## config.mk

```make
export PLATFORM = sky130hd
export DESIGN_NAME = psm_top
export DESIGN_NICKNAME = d
export VERILOG_FILES = /design/src/hw/psm_pkg.sv /design/src/hw/psm_cmd_if.sv /design/src/hw/psm_cmd_decode.sv /design/src/hw/psm_top.sv
export SDC_FILE = /design/constraint.sdc
export NUM_CORES = 1
export LEC_CHECK = 0
export BUFFER_PORTS_ARGS = -buffer_cell sky130_fd_sc_hd__buf_2
export CORE_MARGIN = 5
export CORE_UTILIZATION = 45
export DETAILED_ROUTE_END_ITERATION = 12
export HOLD_SLACK_MARGIN = 0.03
export PLACE_DENSITY_LB_ADDON = 0.3
export SETUP_SLACK_MARGIN = 0.3
export SYNTH_ARGS = -nofsm -noshare
export SYNTH_HDL_FRONTEND = slang
export SYNTH_HIERARCHICAL = 1
export SYNTH_SLANG_ARGS = --single-unit
export TNS_END_PERCENT = 20
```

## constraint.sdc

```tcl
create_clock -name CLOCK_I -period 4.2 [get_ports CLOCK_I]
set_clock_uncertainty 0.1 [all_clocks]
set_input_delay 0.42 -clock CLOCK_I [delete_from_list [all_inputs] [get_ports CLOCK_I]]
set_output_delay 0.42 -clock CLOCK_I [all_outputs]
set_load 0.005 [all_outputs]
```

## src/hw/psm_pkg.sv

```systemverilog
package psm_pkg;

  // Object indices on the host object port
  localparam logic [15:0] IDX_CMD_WORD    = 16'h6040;
  localparam logic [15:0] IDX_REPORT_WORD = 16'h6041;
  localparam logic [15:0] IDX_MODE_REQ    = 16'h6060;
  localparam logic [15:0] IDX_MODE_FORCE  = 16'h6061;

  // Reset values
  localparam logic [15:0] CMD_WORD_RST = 16'h0000;
  localparam logic [7:0]  MODE_RST     = 8'h00;

  // Command word bit positions
  localparam int unsigned CW_FAULT_RST_BIT = 7;
  localparam int unsigned CW_HALT_BIT      = 8;

  // Command patterns as mask and value over bits 7 and 3..0
  localparam logic [15:0] PAT_SHUTDOWN_M  = 16'h0087;
  localparam logic [15:0] PAT_SHUTDOWN_V  = 16'h0006;
  localparam logic [15:0] PAT_SWITCH_M    = 16'h008F;
  localparam logic [15:0] PAT_SWITCH_V    = 16'h0007;
  localparam logic [15:0] PAT_DISVOLT_M   = 16'h0082;
  localparam logic [15:0] PAT_DISVOLT_V   = 16'h0000;
  localparam logic [15:0] PAT_QSTOP_M     = 16'h0086;
  localparam logic [15:0] PAT_QSTOP_V     = 16'h0002;
  localparam logic [15:0] PAT_ENABLE_M    = 16'h008F;
  localparam logic [15:0] PAT_ENABLE_V    = 16'h000F;

  // Report word codes, don't-care bits driven as zero
  localparam logic [15:0] SW_NOT_READY = 16'h0000;
  localparam logic [15:0] SW_SO_DIS    = 16'h0040;
  localparam logic [15:0] SW_READY     = 16'h0021;
  localparam logic [15:0] SW_SWITCHED  = 16'h0023;
  localparam logic [15:0] SW_OP_EN     = 16'h0027;
  localparam logic [15:0] SW_QSTOP     = 16'h0007;
  localparam logic [15:0] SW_FREACT    = 16'h000F;
  localparam logic [15:0] SW_FAULT     = 16'h0008;

  // Operating modes in which the halt bit acts
  localparam logic [7:0] MODE_PROF_POS  = 8'h01;
  localparam logic [7:0] MODE_VELOCITY  = 8'h02;
  localparam logic [7:0] MODE_PROF_VEL  = 8'h03;
  localparam logic [7:0] MODE_PROF_TRQ  = 8'h04;
  localparam logic [7:0] MODE_INTERP    = 8'h07;

  // Power states, one-hot
  typedef enum logic [7:0] {
    ST_NOT_READY = 8'h01,
    ST_SO_DIS    = 8'h02,
    ST_READY     = 8'h04,
    ST_SWITCHED  = 8'h08,
    ST_OP_EN     = 8'h10,
    ST_QSTOP     = 8'h20,
    ST_FREACT    = 8'h40,
    ST_FAULT     = 8'h80
  } psm_state_t;

endpackage : psm_pkg

```

## src/hw/psm_cmd_if.sv

```systemverilog
`timescale 1ns/1ns
// Decoded command requests from the decoder to the state machine
interface psm_cmd_if;
  logic shutdown;     // Pattern x110
  logic switch_on;    // Pattern 0111
  logic dis_volt;     // Bit 1 low
  logic quick_stop;   // Bit 2 low, bit 1 high
  logic enable_op;    // Pattern 1111 as a level
  logic enable_rise;  // Pattern 1111 just appeared
  logic fault_rise;   // Bit 7 just rose
  logic halt_req;     // Bit 8 level

  modport dec (output shutdown, switch_on, dis_volt, quick_stop, enable_op, enable_rise, fault_rise, halt_req);
  modport fsm (input  shutdown, switch_on, dis_volt, quick_stop, enable_op, enable_rise, fault_rise, halt_req);
endinterface : psm_cmd_if

```

## src/hw/psm_cmd_decode.sv

```systemverilog
`timescale 1ns/1ns
// Turns the command word into requests; keeps last-cycle levels for edges
module psm_cmd_decode (
  input  wire logic        clk_i,
  input  wire logic        rst_i,
  input  wire logic [15:0] cmd_i,
  psm_cmd_if.dec           req
);

  typedef struct packed {
    logic en_q;   // Enable pattern seen last cycle
    logic rst_q;  // Fault-reset bit seen last cycle
  } psm_dec_t;

  psm_dec_t s_q;
  psm_dec_t s_d;

  // Masked compare, shared by every pattern
  function automatic logic pat(input logic [15:0] w, input logic [15:0] m, input logic [15:0] v);
    return (w & m) == v;
  endfunction : pat

  // Pattern decode; bit 7 high masks every ordinary command
  always_comb begin
    req.shutdown    = pat(cmd_i, psm_pkg::PAT_SHUTDOWN_M, psm_pkg::PAT_SHUTDOWN_V);
    req.switch_on   = pat(cmd_i, psm_pkg::PAT_SWITCH_M, psm_pkg::PAT_SWITCH_V);
    req.enable_op   = pat(cmd_i, psm_pkg::PAT_ENABLE_M, psm_pkg::PAT_ENABLE_V);
    req.dis_volt    = pat(cmd_i, psm_pkg::PAT_DISVOLT_M, psm_pkg::PAT_DISVOLT_V);
    req.quick_stop  = pat(cmd_i, psm_pkg::PAT_QSTOP_M, psm_pkg::PAT_QSTOP_V);
    // Only a fresh appearance counts, a held level does nothing
    req.enable_rise = req.enable_op & ~s_q.en_q;
    req.fault_rise  = cmd_i[psm_pkg::CW_FAULT_RST_BIT] & ~s_q.rst_q;
    req.halt_req    = cmd_i[psm_pkg::CW_HALT_BIT];
    s_d.en_q        = req.enable_op;
    s_d.rst_q       = cmd_i[psm_pkg::CW_FAULT_RST_BIT];
  end

  // Edge history
  always_ff @(posedge clk_i or posedge rst_i) begin
    if (rst_i) begin
      s_q <= '0;
    end else begin
      s_q <= s_d;
    end
  end
endmodule : psm_cmd_decode

```

## src/hw/psm_top.sv

```systemverilog
`timescale 1ns/1ns
// Operation
// - Commands via command word, state via report
// - Decode shutdown, switch on, enable patterns
// - Bit1 low disables voltage; bit2 low quick-stops
// - Quick stop to enabled only on edge
// - Fault reset on rising edge only
// - Report word encodes each power state
// - Self-test passed enters switch-on disabled
// - Unrecoverable error locks in not ready
// - Mode requested and mode in force separate
// - Mode write accepted in every state
// - Halt bit triggers halt in halting modes, in operation enabled only
module psm_top (
  input  wire logic        CLOCK_I,
  input  wire logic        RST_I,
  input  wire logic        SELFTEST_OK_I,     // Self-test passed, asynchronous level
  input  wire logic        FAULT_I,           // Recoverable fault, asynchronous level
  input  wire logic        FATAL_I,           // Unrecoverable error, asynchronous level
  input  wire logic        FAULT_DONE_I,      // Fault reaction finished, asynchronous level
  input  wire logic        OBJ_WE_I,          // Object write strobe
  input  wire logic        OBJ_RE_I,          // Object read strobe
  input  wire logic [15:0] OBJ_INDEX_I,       // Object index
  input  wire logic [15:0] OBJ_WDATA_I,       // Write data
  output logic      [15:0] OBJ_RDATA_O,       // Read data
  output logic             OBJ_ACK_O,         // Access done
  output logic             OBJ_ERR_O,         // Unknown or read-only target
  output logic             HALT_O,            // Halt braking reaction requested
  output logic             OPERATE_O          // Operation enabled
);

  // Whole module state
  typedef struct packed {
    logic [3:0]          sync1;     // First synchroniser stage
    logic [3:0]          sync2;     // Second synchroniser stage
    psm_pkg::psm_state_t st;        // Power state
    logic                lock;      // Unrecoverable error seen
    logic [15:0]         cmd;       // Command word object
    logic [7:0]          mode_req;  // Requested mode object
    logic [7:0]          mode_act;  // Mode in force
    logic                ack;       // Access answer
    logic                err;       // Access refused
    logic [15:0]         rdata;     // Read answer
    logic                halt;      // Halt output
  } psm_top_t;

  psm_top_t s_q;
  psm_top_t s_d;

  psm_cmd_if req ();

  // Synchronised pins
  logic selftest_s;
  logic fault_s;
  logic fatal_s;
  logic fdone_s;
  logic quiet;
  logic [15:0] report;

  assign selftest_s = s_q.sync2[0];
  assign fault_s    = s_q.sync2[1];
  assign fatal_s    = s_q.sync2[2];
  assign fdone_s    = s_q.sync2[3];
  assign quiet      = !fatal_s && !fault_s;

  psm_cmd_decode u_dec (
    .clk_i (CLOCK_I),
    .rst_i (RST_I),
    .cmd_i (s_q.cmd),
    .req   (req)
  );

  // Modes in which the halt bit has meaning
  function automatic logic halt_mode(input logic [7:0] m);
    return (m == psm_pkg::MODE_PROF_POS) || (m == psm_pkg::MODE_VELOCITY) ||
           (m == psm_pkg::MODE_PROF_VEL) || (m == psm_pkg::MODE_PROF_TRQ) ||
           (m == psm_pkg::MODE_INTERP);
  endfunction : halt_mode

  // Report word from the state, the only view of the state to the host
  always_comb begin
    case (s_q.st)
      psm_pkg::ST_NOT_READY: report = psm_pkg::SW_NOT_READY;
      psm_pkg::ST_SO_DIS:    report = psm_pkg::SW_SO_DIS;
      psm_pkg::ST_READY:     report = psm_pkg::SW_READY;
      psm_pkg::ST_SWITCHED:  report = psm_pkg::SW_SWITCHED;
      psm_pkg::ST_OP_EN:     report = psm_pkg::SW_OP_EN;
      psm_pkg::ST_QSTOP:     report = psm_pkg::SW_QSTOP;
      psm_pkg::ST_FREACT:    report = psm_pkg::SW_FREACT;
      psm_pkg::ST_FAULT:     report = psm_pkg::SW_FAULT;
      default:               report = psm_pkg::SW_NOT_READY;
    endcase
  end

  // Next state: sync, object port, power state machine
  always_comb begin
    s_d       = s_q;
    s_d.sync1 = {FAULT_DONE_I, FATAL_I, FAULT_I, SELFTEST_OK_I};
    s_d.sync2 = s_q.sync1;
    s_d.ack   = OBJ_WE_I | OBJ_RE_I;
    s_d.err   = 1'b0;
    s_d.rdata = '0;
    // Object writes; only the two writable objects take data
    if (OBJ_WE_I) begin
      case (OBJ_INDEX_I)
        psm_pkg::IDX_CMD_WORD: s_d.cmd      = OBJ_WDATA_I;
        psm_pkg::IDX_MODE_REQ: s_d.mode_req = OBJ_WDATA_I[7:0];
        default:               s_d.err      = 1'b1;
      endcase
    end else if (OBJ_RE_I) begin
      case (OBJ_INDEX_I)
        psm_pkg::IDX_CMD_WORD:    s_d.rdata = s_q.cmd;
        psm_pkg::IDX_REPORT_WORD: s_d.rdata = report;
        psm_pkg::IDX_MODE_REQ:    s_d.rdata = {8'h00, s_q.mode_req};
        psm_pkg::IDX_MODE_FORCE:  s_d.rdata = {8'h00, s_q.mode_act};
        default:                  s_d.err   = 1'b1;
      endcase
    end
    // Mode changes take effect whatever the power state
    s_d.mode_act = s_q.mode_req;
    // Power state machine; fatal beats fault beats commands
    if (fatal_s || s_q.lock) begin
      s_d.lock = 1'b1;
      s_d.st   = psm_pkg::ST_NOT_READY;
    end else if (fault_s && !(s_q.st inside {psm_pkg::ST_NOT_READY, psm_pkg::ST_FREACT, psm_pkg::ST_FAULT})) begin
      s_d.st = psm_pkg::ST_FREACT;
    end else begin
      case (s_q.st)
        psm_pkg::ST_NOT_READY: begin
          if (selftest_s) s_d.st = psm_pkg::ST_SO_DIS;
        end
        psm_pkg::ST_SO_DIS: begin
          if (req.shutdown) s_d.st = psm_pkg::ST_READY;
        end
        psm_pkg::ST_READY: begin
          if (req.dis_volt || req.quick_stop) s_d.st = psm_pkg::ST_SO_DIS;
          else if (req.switch_on) s_d.st = psm_pkg::ST_SWITCHED;
        end
        psm_pkg::ST_SWITCHED: begin
          if (req.dis_volt || req.quick_stop) s_d.st = psm_pkg::ST_SO_DIS;
          else if (req.shutdown) s_d.st = psm_pkg::ST_READY;
          else if (req.enable_op) s_d.st = psm_pkg::ST_OP_EN;
        end
        psm_pkg::ST_OP_EN: begin
          if (req.dis_volt) s_d.st = psm_pkg::ST_SO_DIS;
          else if (req.quick_stop) s_d.st = psm_pkg::ST_QSTOP;
          else if (req.shutdown) s_d.st = psm_pkg::ST_READY;
          else if (req.switch_on) s_d.st = psm_pkg::ST_SWITCHED;
        end
        psm_pkg::ST_QSTOP: begin
          // A held enable pattern must not leave quick stop
          if (req.dis_volt) s_d.st = psm_pkg::ST_SO_DIS;
          else if (req.enable_rise) s_d.st = psm_pkg::ST_OP_EN;
        end
        psm_pkg::ST_FREACT: begin
          if (fdone_s) s_d.st = psm_pkg::ST_FAULT;
        end
        psm_pkg::ST_FAULT: begin
          // Reset edges elsewhere are dropped, not remembered
          if (req.fault_rise && !fault_s) s_d.st = psm_pkg::ST_SO_DIS;
        end
        default: s_d.st = psm_pkg::ST_NOT_READY;
      endcase
    end
    s_d.halt = req.halt_req && halt_mode(s_q.mode_act) && (s_q.st == psm_pkg::ST_OP_EN);
  end

  // State register
  always_ff @(posedge CLOCK_I or posedge RST_I) begin
    if (RST_I) begin
      s_q          <= '0;
      s_q.st       <= psm_pkg::ST_NOT_READY;
      s_q.cmd      <= psm_pkg::CMD_WORD_RST;
      s_q.mode_req <= psm_pkg::MODE_RST;
      s_q.mode_act <= psm_pkg::MODE_RST;
    end else begin
      s_q <= s_d;
    end
  end

  assign OBJ_RDATA_O = s_q.rdata;
  assign OBJ_ACK_O   = s_q.ack;
  assign OBJ_ERR_O   = s_q.err;
  assign HALT_O      = s_q.halt;
  assign OPERATE_O   = (s_q.st == psm_pkg::ST_OP_EN);
endmodule : psm_top

```

# Word level (Yosys, flattened, before mapping)
# Cells that the tools add are included.
word_totals:
  register_bits: 70
  inputBits: 40
  out_inout_bits: 20
  wordCells: 88
classes:
  eq_ne: 27
  muxes: 24
  n_bitwise: 5
  n_reduce_logical: 19
op_table:
  columns: ["cell", "n"]
  rows:
  - ["2-to-1 mux 8 bit", 16]
  - ["== test 16 x 15 -> 1 bit, second input constant", 4]
  - ["case mux 16 bit (4 select lines)", 1]
  - ["case mux 8 bit (8 select lines)", 1]
  - ["case mux 7 bit (7 select lines)", 1]
  - ["== test 8 x 2 -> 1 bit, second input constant", 3]
  - ["== test 8 x 3 -> 1 bit, second input constant", 3]
  - ["2-to-1 mux 17 bit", 1]
  - ["== test 8 x 1 -> 1 bit, second input constant", 2]
  - ["logical NOT 16 bit", 1]
  - ["2-to-1 mux 16 bit", 1]
  - ["== test 8 x 4 -> 1 bit, second input constant", 1]
  - ["== test 8 x 5 -> 1 bit, second input constant", 1]
  - ["== test 8 x 6 -> 1 bit, second input constant", 1]
  - ["== test 8 x 7 -> 1 bit, second input constant", 1]
  - ["== test 8 bit, second input constant", 1]
  - ["!= test 4 x 3 -> 1 bit, second input constant", 2]
  - ["logical OR 1 bit", 6]
  - ["!= test 6 bit, second input constant", 1]
  - ["AND reduction 6 bit", 1]
  - ["== test 5 x 3 -> 1 bit, second input constant", 1]
  - ["== test 5 x 4 -> 1 bit, second input constant", 1]
  - ["!= test 5 bit, second input constant", 1]
  - ["== test 4 x 3 -> 1 bit, second input constant", 1]
  - ["13 further kinds", 22]

# Longest topological paths before layout
# Gate-level depths: netlist (run 1).
logic_depth:
  depth_word: 8
  ltp_mapped: 7
  depth_no_buf: 7

# By module
# The synthesis (run 1) kept the hierarchy.
by_module_without_submodules:
  columns: ["module", "instances", "cells_each", "area_each_um2", "seq_area_each_um2"]
  rows:
  - ["psm_top", 1, 243, 3121.7, 1702.9]
  - ["psm_cmd_decode", 1, 13, 136.4, 50.0]

# Least setup slack after synthesis (run 1)
# No wires, ideal clock.
synth_timing:
  path_type: "input to register"
  startpoint: "in OBJ_INDEX_I[9]"
  endpoint: "reg s_q[35] (netlist bit)"
  setup_ns: 0.127
  arrival_time_ns: 1.938
  t_required_ns: 3.973
  slack_ns: 2.034
  stages: 6
  n_path_buf: 1
  path_cell_list: "nor4_1 > nand4_1 > nand2b_4 > nor3b_4 > buf_6 > mux2_1"
synth_between:
  elab_chain_cells: 2
synth_rtl:
  columns: ["item", "line_no", "source"]
  rows:
  - ["start, declared", "psm_top.sv:23", "input wire logic [15:0] OBJ_INDEX_I,"]
  - ["== test 16 x 15 -> 1 bit", "psm_top.sv:105", "case (OBJ_INDEX_I)"]
  - ["AND reduction 2 bit (no source line)", null, null]
  - ["end, declared", "psm_top.sv:47", "psm_top_t s_q;"]
# No other way between the ends.
# A chain may end at the register's enable or synchronous reset.

# Worst setup path in the final report (run 1)
layout_timing:
  startpoint: "reg s_q[42] (netlist bit)"
  endpoint: "reg s_q[53] (netlist bit)"
layout_rtl:
  columns: ["item", "line_no", "source"]
  rows:
  - ["== test 3 x 1 -> 1 bit *", "psm_cmd_decode.sv:20", "return (w & m) == v;"]
  - ["named net req.quick_stop", "psm_cmd_if.sv:7", "logic quick_stop;"]
  - ["2-to-1 mux 8 bit / logical OR 1 bit (equally long branches)", "psm_top.sv:146, psm_top.sv:136, psm_top.sv:140", null]
  - ["2-to-1 mux 8 bit (on tied branches)", "psm_top.sv:145, psm_top.sv:136, psm_top.sv:140", null]
  - ["case mux 8 bit (8 select lines)", "psm_top.sv:128", "case (s_q.st)"]
  - ["2-to-1 mux 8 bit", "psm_top.sv:125", "end else if (fault_s && !(s_q.st inside {psm_pkg::ST_NOT_READY, psm_pkg::ST_FREACT, psm_pkg::ST_FAULT})) begin"]
  - ["2-to-1 mux 8 bit", "psm_top.sv:122", "if (fatal_s || s_q.lock) begin"]
# The timed path passes the listed nets; every way through them passes the cells marked *.

==> results of run 1 <==
==> path summary, 6_finish.rpt <==
| check | from | to | slack (ps) | cells after the start |
|---|---|---|---|---|
| worst max-delay path | s_q[42]$_DFFE_PP0P_ | s_q[53]$_DFFE_PP0P_ | 1730 | 7 |
| max in group asynchronous | RST_I | OBJ_ERR_O$_DFF_PP0_ | 2380 | 4 |
| worst min register to register | s_d[62]$_DFF_PP0_ | fatal_s$_DFF_PP0_ | 250 | 0 |
| min in group asynchronous | RST_I | u_dec/s_q[0]$_DFF_PP0_ | 390 | 3 |
| worst min-delay path | FAULT_I | s_d[61]$_DFF_PP0_ | 80 | 1 |
| worst max register to register | s_q[42]$_DFFE_PP0P_ | s_q[53]$_DFFE_PP0P_ | 1730 | 7 |
==> power by group through the flow <==
stage / combinational, mW / sequential [mW] / clock [mW]
final: 0.0490 / 0.681 / 0.656
after CTS: 0.0503 / 0.680 / 0.673
after global routing: 0.0560 / 0.681 / 0.703
after floorplan: 0.0218 / 0.693 / 0
after detailed placement: 0.0496 / 0.694 / 0
after global placement: 0.0490 / 0.694 / 0
==> synthesized netlist by cell type, types with 2 or more instances <==
library cell   n  area [µm²]
nand3b_1       4        30.0
inv_1         10        37.5
clkbuf_1       5        18.8
nor4_1         2        12.5
nand2_1        5        18.8
nor3_2         2        20.0
mux2_2        19         214
nand4_1        6        37.5
mux4_2         2        45.0
xor2_1         4        35.0
a31oi_1        2        12.5
o21ai_0        2        10.0
nor2b_1        7        43.8
buf_4         17         128
a211oi_1       2        15.0
mux2_1        11         124
a22o_1         2        17.5
nor4_4         2        42.5
nand4b_4       2        47.6
a211o_1        2        17.5
or2_2          2        12.5
nor4b_2        2        30.0
o2bb2ai_1      2        17.5
a22oi_1        5        37.5
and2_1         9        56.3
nand3_1        5        25.0
dfrtp_1       69        1730
nand4b_1       2        17.5
nor3_1         2        10.0
nor2_1        18        67.6
a21oi_1        4        20.0
==> registers in the layout, indices dropped and copies added, names as in the netlist <==
register     count
OBJ_ERR_O        1
fault_s          1
fdone_s          1
OBJ_ACK_O        1
s_d             12
fatal_s          1
u_dec/s_q        2
HALT_O           1
s_q             34
OBJ_RDATA_O     16
==> logic make-up after synthesis <==
kind of cell | after synthesis | synth area share
and+or+nand+nor | 82 | 0.187
DFF | 70 | 0.538
muxes | 32 | 0.118
xor gates and xnor gates | 4 | 0.0108
buffers and inverters | 34 | 0.0614
AOI/OAI and AO/OA | 34 | 0.0856
==> cell type report <==
| cell class | instances | area share |
|---|---|---|
| sequential | 70 | 0.464 |
| multi-input combinational | 152 | 0.346 |
| timing repair buffer | 61 | 0.0828 |
| clock buffer | 10 | 0.0364 |
| tap | 99 | 0.0328 |
| clock inverter | 5 | 0.0282 |
| inverter | 10 | 0.00994 |
==> per-stage QoR <==
stage	total power, mW	setup slack (ps)	hold slack (ps)
2_1_floorplan	0.715	1970	61.2
3_3_place_gp	0.743	1570	198
3_5_place_dp	0.743	1460	197
4_1_cts	1.40	1750	63.9
5_1_grt	1.44	1600	52.3
6_report	1.39	1730	78.2
==> metal layers <==
| layer | wire (µm) | up-vias |
|---|---|---|
| li1 | - | 1003 |
| met1 | 2980 | 1063 |
| met2 | 2960 | 72 |
| met3 | 441 | 12 |
| met4 | 105 | 0 |
| met5 | 0 | - |
==> flow_summary.toml, run 1 <==
[cts]
cts_buffers = 9
cts.sinks = 70
cts_hold_buf = 1
clk_pin_slew_ps = 80
cts_post_setup_buffers_inserted = 0
tritoncts = "built"
cts_buffer_depth = 2
insertion_delay_ps = 340
h-tree-depth = 3
cts-resized-gates = 0
cts_root_buffer = "clkbuf_8"

[timing]
max-slew-margin-rel = 0.333
maxSlewViolCount = 0
fin_crit_ps = 2470
period_share = 0.588
finalHoldViolCount = 0
setup_viol = 0
fin_tns_setup_ps = 0
fmax_mhz = 405
rsz0062_at_grt = "no"
tightestPinTransition_ps = 999

[worst_setup_path]
crit_family = "simple AND/OR/NAND/NOR gates"
cp_slowest_stage_delay_ps = 600
critPathMaxFanout = 8
crit_chain = "nor3b_1 -> nor3_1 -> nand4_1 -> nor2_1 -> o31ai_2 -> nand2_4 -> mux2_1"
path_buf_inv = 0
worstPathRequired_ps = 4320
path_class = "reg2reg"
arrival_ps = 2590
critPathCaptureType = "flop"
slowest_stage = "nor3b_1"
start_kind = "flop"

[synthesis]
syn_area_mm2 = 0.00326
synth_edf_count = 0
synth-main-ff-cell = "dfrtp_1"
synth-seq-cells = 70
seq_area_frac_synth = 0.538
syn_area_per_cell_um2 = 12.7
ys_types = 59
postSynthNetCount = 296
netlist_instances = 256
ys_async_sr_fraction = 1.00
yosysWarnings = 6

[power]
clkPwrFrac = 0.474
leakagePower_nw = 1.90
p_int_mw = 1.11
power.switching_uw = 278
max-vdd-ir-drop_uv = 239
power.share.sequential = 0.491
swShare = 0.201
comb_power_share = 0.035
power_density_mw_per_mm2 = 367

[layout]
design_area_mm2 = 0.00378
seq_area_mm2 = 0.00175
nets = 344
layoutNonFillerInstCount = 407
mostFrequentLayoutCells = "69 x dfrtp_1, 59 x buf_2, 19 x mux2_2"
fill_cells = 648
drive_above_1_share = 0.390
antenna_cells = 0
final_util = 0.529
multiInputGateArea_mm2 = 0.00131
syn_to_final_growth_pct = 15.9
final_common_cell = "dfrtp_1"

[route]
routed_wl_um = 6480
drc = 0
drtPass1Iterations = 4
ant_nets = 0
drt_iter0_markers = 159
vias = 2150
via_per_inst = 5.28
wl_per_cell_um = 15.9

[global_routing]
use_met3 = 0.0466
grt_usage = 0.159
met1_usage = 0.216
grt_start_max_net_pins = 50
grt_overflow = 0
grt_first_pass_wirelength_um = 10900
gr-max-usage-layer = "met2"
met2_usage = 0.239
antenna_found_initial = 0
first_global_vias = 2262

[placed_design]
port_buffers = 59
post_dp_cell_area_mm2 = 0.00352
routabilityCongestion = 0.854
dp_cells = 391
dp_hpwl_um = 4710

[die]
die_area_mm2 = 0.00904
die_h_um = 95.1
core_mm2 = 0.00714
die_w_um = 95.1
initial_core_util = 0.457
std_cell_rows = 31
ios = 60

[outcome]
status = "complete, no violations"

[hold_path]
min_path_type = "in2reg"

[job]
cap_violations = 0
Note: power is estimated with default switching activity, not from simulation.
==> run 2, diff against run 1 <==
==> constraint.sdc (replaced) <==
create_clock -name CLOCK_I -period 2.4 [get_ports CLOCK_I]
set_clock_uncertainty 0.1 [all_clocks]
set_input_delay 0.24 -clock CLOCK_I [delete_from_list [all_inputs] [get_ports CLOCK_I]]
set_output_delay 0.24 -clock CLOCK_I [all_outputs]
set_load 0.005 [all_outputs]
==> run 2 against run 1 <==
Compared with the run above:
- fmax is 15% higher
- combinational power is 130% higher
- non-clock buffer count is 50 higher
- register-to-register slack worse by 1500 ps
- sequential power is 75% higher
- total power is 71% higher
- hold slack worse by 47 ps
- largest power group unchanged
- highest routed layer unchanged
==> flow_summary.toml, run 2 (synthesis results as in run 1) <==
[outcome]
status = "complete, no violations"

[worst_setup_path]
path_buf_inv = 2
critPathCaptureType = "flop"
crit_top_cell = "buf_4"
worstPathRequired_ps = 2550
start_kind = "flop"
cp_slowest_stage_delay_ps = 440
crit_chain = "nor4_4 -> buf_4 -> nand4b_1 -> buf_4 -> o32a_1 -> nor3_2 -> nand3b_1 -> a311oi_2"
path_class = "reg2reg"
slowest_stage = "dfrtp_2"
critPathMaxFanout = 6
crit_family = "simple AND/OR/NAND/NOR gates"
arrival_ps = 2290

[power]
power.share.sequential = 0.503
power_density_mw_per_mm2 = 554
swShare = 0.218
leakagePower_nw = 2.12
comb_power_share = 0.047
max-vdd-ir-drop_uv = 348
power.switching_uw = 516
clkPwrFrac = 0.450
p_int_mw = 1.85

[die]
die_area_mm2 = 0.00904
die_w_um = 95.1
initial_core_util = 0.457
ios = 60
std_cell_rows = 31
die_h_um = 95.1
core_mm2 = 0.00714

[route]
drt_iter0_markers = 156
via_per_inst = 5.13
ant_nets = 0
wl_met3_um = 518
wl_met2_um = 3430
wl_per_cell_um = 15.9
drc = 0
drtPass1Iterations = 4
routed.top_layer = "met4"
routed_wl_um = 7250
wl_met1_um = 3160
vias = 2343

[timing]
rsz0062_at_grt = "yes"
fin_crit_ps = 2140
maxSlewViolCount = 0
tightestPinTransition_ps = 503
setup_viol = 0
finalHoldViolCount = 0
fmax_mhz = 467
max-slew-margin-rel = 0.664
period_share = 0.893
fin_tns_setup_ps = 0

[global_routing]
antenna_found_initial = 0
first_global_vias = 2381
grt_first_pass_wirelength_um = 11900
grt_overflow = 0
grt_usage = 0.174
grt_start_max_net_pins = 48

[cts]
cts_root_buffer = "clkbuf_8"
cts.sinks = 70
h-tree-depth = 3
insertion_delay_ps = 350
cts_buffer_depth = 2
cts_buffers = 9
tritoncts = "built"
clk_pin_slew_ps = 80

[layout]
fill_cells = 591
seq_area_mm2 = 0.00176
top_register = "s_q"
syn_to_final_growth_pct = 31.3
mostFrequentLayoutCells = "62 x dfrtp_1, 59 x buf_2, 29 x buf_4"
layoutNonFillerInstCount = 457
antenna_cells = 0
multiInputGateArea_mm2 = 0.00137
final_common_cell = "dfrtp_1"
largest_reg_flops = 34
drive_above_1_share = 0.469
nets = 394

[job]
cap_violations = 0

[placed_design]
routabilityCongestion = 0.853
dp_hpwl_um = 4960
port_buffers = 59
dp_cells = 400

[hold_path]
min_path_type = "in2reg"
run 2: changes by cell type in the layout (fill, tap and decap cells not counted), sizes merged:
cell / previous run / this run
dlygate4sd3: 1 / 20
clkinvlp: 1 / 2
inv: 11 / 10
bufinv: 3 / 2
buf: 60 / 91
clkinv: 0 / 1
run 2: area by class of cell:
type	instances	share of cell area
sequential	70	0.412
multi-input combinational	152	0.320
timing repair buffer	111	0.179
clock buffer	10	0.0322
tap	99	0.0290
clock inverter	5	0.0196
inverter	10	0.00878
run 2: power groups by stage:
stage | combinational, mW | sequential, mW | clock (mW)
3_5_place_dp | 0.0901 | 1.21 | 0
2_1_floorplan | 0.0381 | 1.21 | 0
4_1_cts | 0.115 | 1.19 | 1.09
3_3_place_gp | 0.0879 | 1.21 | 0
6_report | 0.112 | 1.19 | 1.07
5_1_grt | 0.126 | 1.19 | 1.14
run 2: stage by stage:
step                      setup slack, ps  hold WS [ps]  instance area, µm²  total power [mW]   util
after floorplan                       304          -119                3260              1.25      -
after global placement                234          34.3                3600              1.30  0.505
after detailed placement              225          27.7                3600              1.30  0.505
after CTS                             275          30.7                4070              2.39  0.571
after global routing                  171          34.5                4280              2.46  0.599
final                                 258          30.8                4280              2.37  0.599
run 2: what timing repair did:
item                                    4_1_cts  5_1_grt
buffers inserted                              4       18
gates cloned                                  0        0
hold buffers                                 20        0
pin swaps                                     4        7
hold endpoints to repair                     46        0
endpoints found under the setup margin        5       12
resized for setup                             6       15
run 2: layer usage:
layer  vias up  track usage
met4         0       0.0613
met5         -            0
met3        11       0.0513
met1      1149        0.228
li1       1104            -
met2        79        0.275
run 2: path summary, 6_finish.rpt:
check	from	endpoint	slack, ps	depth (start not counted)
max	s_q[54]$_DFFE_PP0P_	s_q[56]$_DFFE_PP0P_	260	8
min	OBJ_WDATA_I[2]	s_q[37]$_DFFE_PP0P_	30	2
max reg2reg	s_q[54]$_DFFE_PP0P_	s_q[56]$_DFFE_PP0P_	260	8
min reg2reg	s_d[60]$_DFF_PP0_	s_q[60]$_DFF_PP0_	250	0
max in group asynchronous	RST_I	s_q[52]$_DFFE_PP1P_	1190	4
min in group asynchronous	RST_I	u_dec/s_q[1]$_DFF_PP0_	210	3
run 2: worst register-to-register path, delay by kind of cell, from the launching register on:
| kind | cells | cell delay [ps] |
|---|---|---|
| AO/OA/AOI/OAI | 2 | 460 |
| flip-flops | 1 | 440 |
| buffers and inverters | 2 | 380 |
| AND/OR/NAND/NOR | 4 | 660 |
==> run 3, diff against run 2 <==
--- a/config.mk
+++ b/config.mk
@@ -5,10 +5,11 @@
 export SDC_FILE = /design/constraint.sdc
 export NUM_CORES = 1
 export LEC_CHECK = 0
-export BUFFER_PORTS_ARGS = -buffer_cell sky130_fd_sc_hd__buf_2
+export ABC_CLOCK_PERIOD_IN_PS = 2400
 export CORE_MARGIN = 5
 export CORE_UTILIZATION = 45
 export DETAILED_ROUTE_END_ITERATION = 12
+export DONT_BUFFER_PORTS = 1
 export HOLD_SLACK_MARGIN = 0.03
 export PLACE_DENSITY_LB_ADDON = 0.3
 export SETUP_SLACK_MARGIN = 0.3
==> run 3 against run 2 <==
Compared with the run above:
- first-iteration DRC count increased by 1.3%
- global-route usage decreased by 0.29 points
- sequential share of layout area increased by 2.8 points
- clock-buffer cell count increased by 1
- critical path depth unchanged
- sequential power about the same
- highest routed layer unchanged
==> flow_summary.toml, run 3 (synthesis results as in run 1) <==
[placed_design]
dp_hpwl_um = 4760
port_buffers = 0
routabilityCongestion = 0.856

[cts]
tritoncts = "built"
insertion_delay_ps = 340
cts_buffer_depth = 2
cts.sinks = 70
cts_root_buffer = "clkbuf_8"
clk_pin_slew_ps = 80
cts_buffers = 9
h-tree-depth = 3

[timing]
fin_crit_ps = 2160
fin_tns_setup_ps = 0
fmax_mhz = 462
max-slew-margin-rel = 0.563
setup_viol = 0
period_share = 0.901
rsz0062_at_grt = "yes"
finalHoldViolCount = 0
hold_slack_ps = 45.8
tightestPinTransition_ps = 654
maxSlewViolCount = 0

[global_routing]
grt_first_pass_wirelength_um = 11700
grt_usage = 0.171
antenna_found_initial = 0
first_global_vias = 2282
grt_start_max_net_pins = 49
grt_overflow = 0

[power]
p_int_mw = 1.84
power_density_mw_per_mm2 = 581
power.share.sequential = 0.513
comb_power_share = 0.034
max-vdd-ir-drop_uv = 479
leakagePower_nw = 1.88
swShare = 0.207
power.switching_uw = 481
power.total_mw = 2.33
clkPwrFrac = 0.453

[die]
initial_core_util = 0.457
die_w_um = 95.1
core_mm2 = 0.00714
die_h_um = 95.1
std_cell_rows = 31
die_area_mm2 = 0.00904
ios = 60

[worst_setup_path]
path_class = "reg2reg"
worstPathRequired_ps = 2530
critPathMaxFanout = 6
arrival_ps = 2290
critPathCaptureType = "flop"
start_kind = "flop"

[route]
vias = 2185
wl_per_cell_um = 17.8
ant_nets = 0
drt_iter0_markers = 158
drc = 0
via_per_inst = 5.44
drtPass1Iterations = 4
routed_wl_um = 7170

[job]
cap_violations = 0

[layout]
final_util = 0.561
antenna_cells = 0
final_common_cell = "dfrtp_1"
largest_reg_flops = 34
syn_to_final_growth_pct = 22.8
mostFrequentLayoutCells = "62 x dfrtp_1, 27 x buf_4, 26 x dlygate4sd3_1"
seq_area_mm2 = 0.00176
nets = 338
fill_cells = 606
top_register = "s_q"
multiInputGateArea_mm2 = 0.00136
drive_above_1_share = 0.343

[hold_path]
min_path_type = "in2reg"

[outcome]
status = "complete, no violations"
[run 3: area by class of cell]
| class | count | area share |
|---|---|---|
| flip-flops and latches | 70 | 0.440 |
| inverters | 10 | 0.00938 |
| well taps | 99 | 0.0310 |
| multi-input cells | 152 | 0.340 |
| clock inverters | 5 | 0.0203 |
| clock buffers | 11 | 0.0353 |
| repair buffers | 55 | 0.124 |
[run 3: through the flow]
stage	std cells	instance area (µm²)	worst slack (ps)
after floorplan	256	3260	304
after global placement	337	3280	112
after detailed placement	337	3280	61.9
after CTS	386	3820	270
after global routing	402	4000	155
final	402	4000	237
[run 3: worst max-delay path, stage by stage (launching register included)]
cell and delay, ps:
dfstp_2 600, nor4_4 60, buf_4 170, nand3_2 130
nand4_1 210, buf_4 210, o21ai_4 220, a31oi_1 80
mux2_4 270
[run 3: what timing repair did]
item | in CTS | in global routing
resized for setup | 3 | 16
hold buffers | 26 | 0
pin swaps | 5 | 13
setup buffers | 7 | 16
setup endpoints to repair | 10 | 13
endpoints found under the hold margin | 57 | 0
[run 3: path summary, 6_finish.rpt]
| kind | startpoint | endpoint | slack, ps | cells past startpoint |
|---|---|---|---|---|
| min in group asynchronous | RST_I | u_dec/s_q[0]$_DFF_PP0_ | 130 | 2 |
| setup / recovery | s_q[52]$_DFFE_PP1P_ | s_q[53]$_DFFE_PP0P_ | 240 | 8 |
| hold reg to reg | s_d[60]$_DFF_PP0_ | s_q[60]$_DFF_PP0_ | 260 | 0 |
| setup reg to reg | s_q[52]$_DFFE_PP1P_ | s_q[53]$_DFFE_PP0P_ | 240 | 8 |
| hold / removal | OBJ_INDEX_I[5] | OBJ_RDATA_O[5]$_DFF_PP0_ | 50 | 2 |
| max in group asynchronous | RST_I | s_q[52]$_DFFE_PP1P_ | 1260 | 3 |
[run 3: routing by layer]
layer	global-route usage	wire, µm	vias up
li1	-	-	993
met1	0.219	3060	1099
met5	0	0	-
met2	0.270	3460	80
met4	0.0637	121	0
met3	0.0576	533	13
[run 3: power groups by stage]
stage          clock (mW)  sequential, mW  combinational, mW
2_1_floorplan           0            1.21             0.0381
3_3_place_gp            0            1.21             0.0432
3_5_place_dp            0            1.21             0.0434
4_1_cts              1.07            1.19             0.0814
5_1_grt              1.14            1.19             0.0882
6_report             1.05            1.19             0.0797
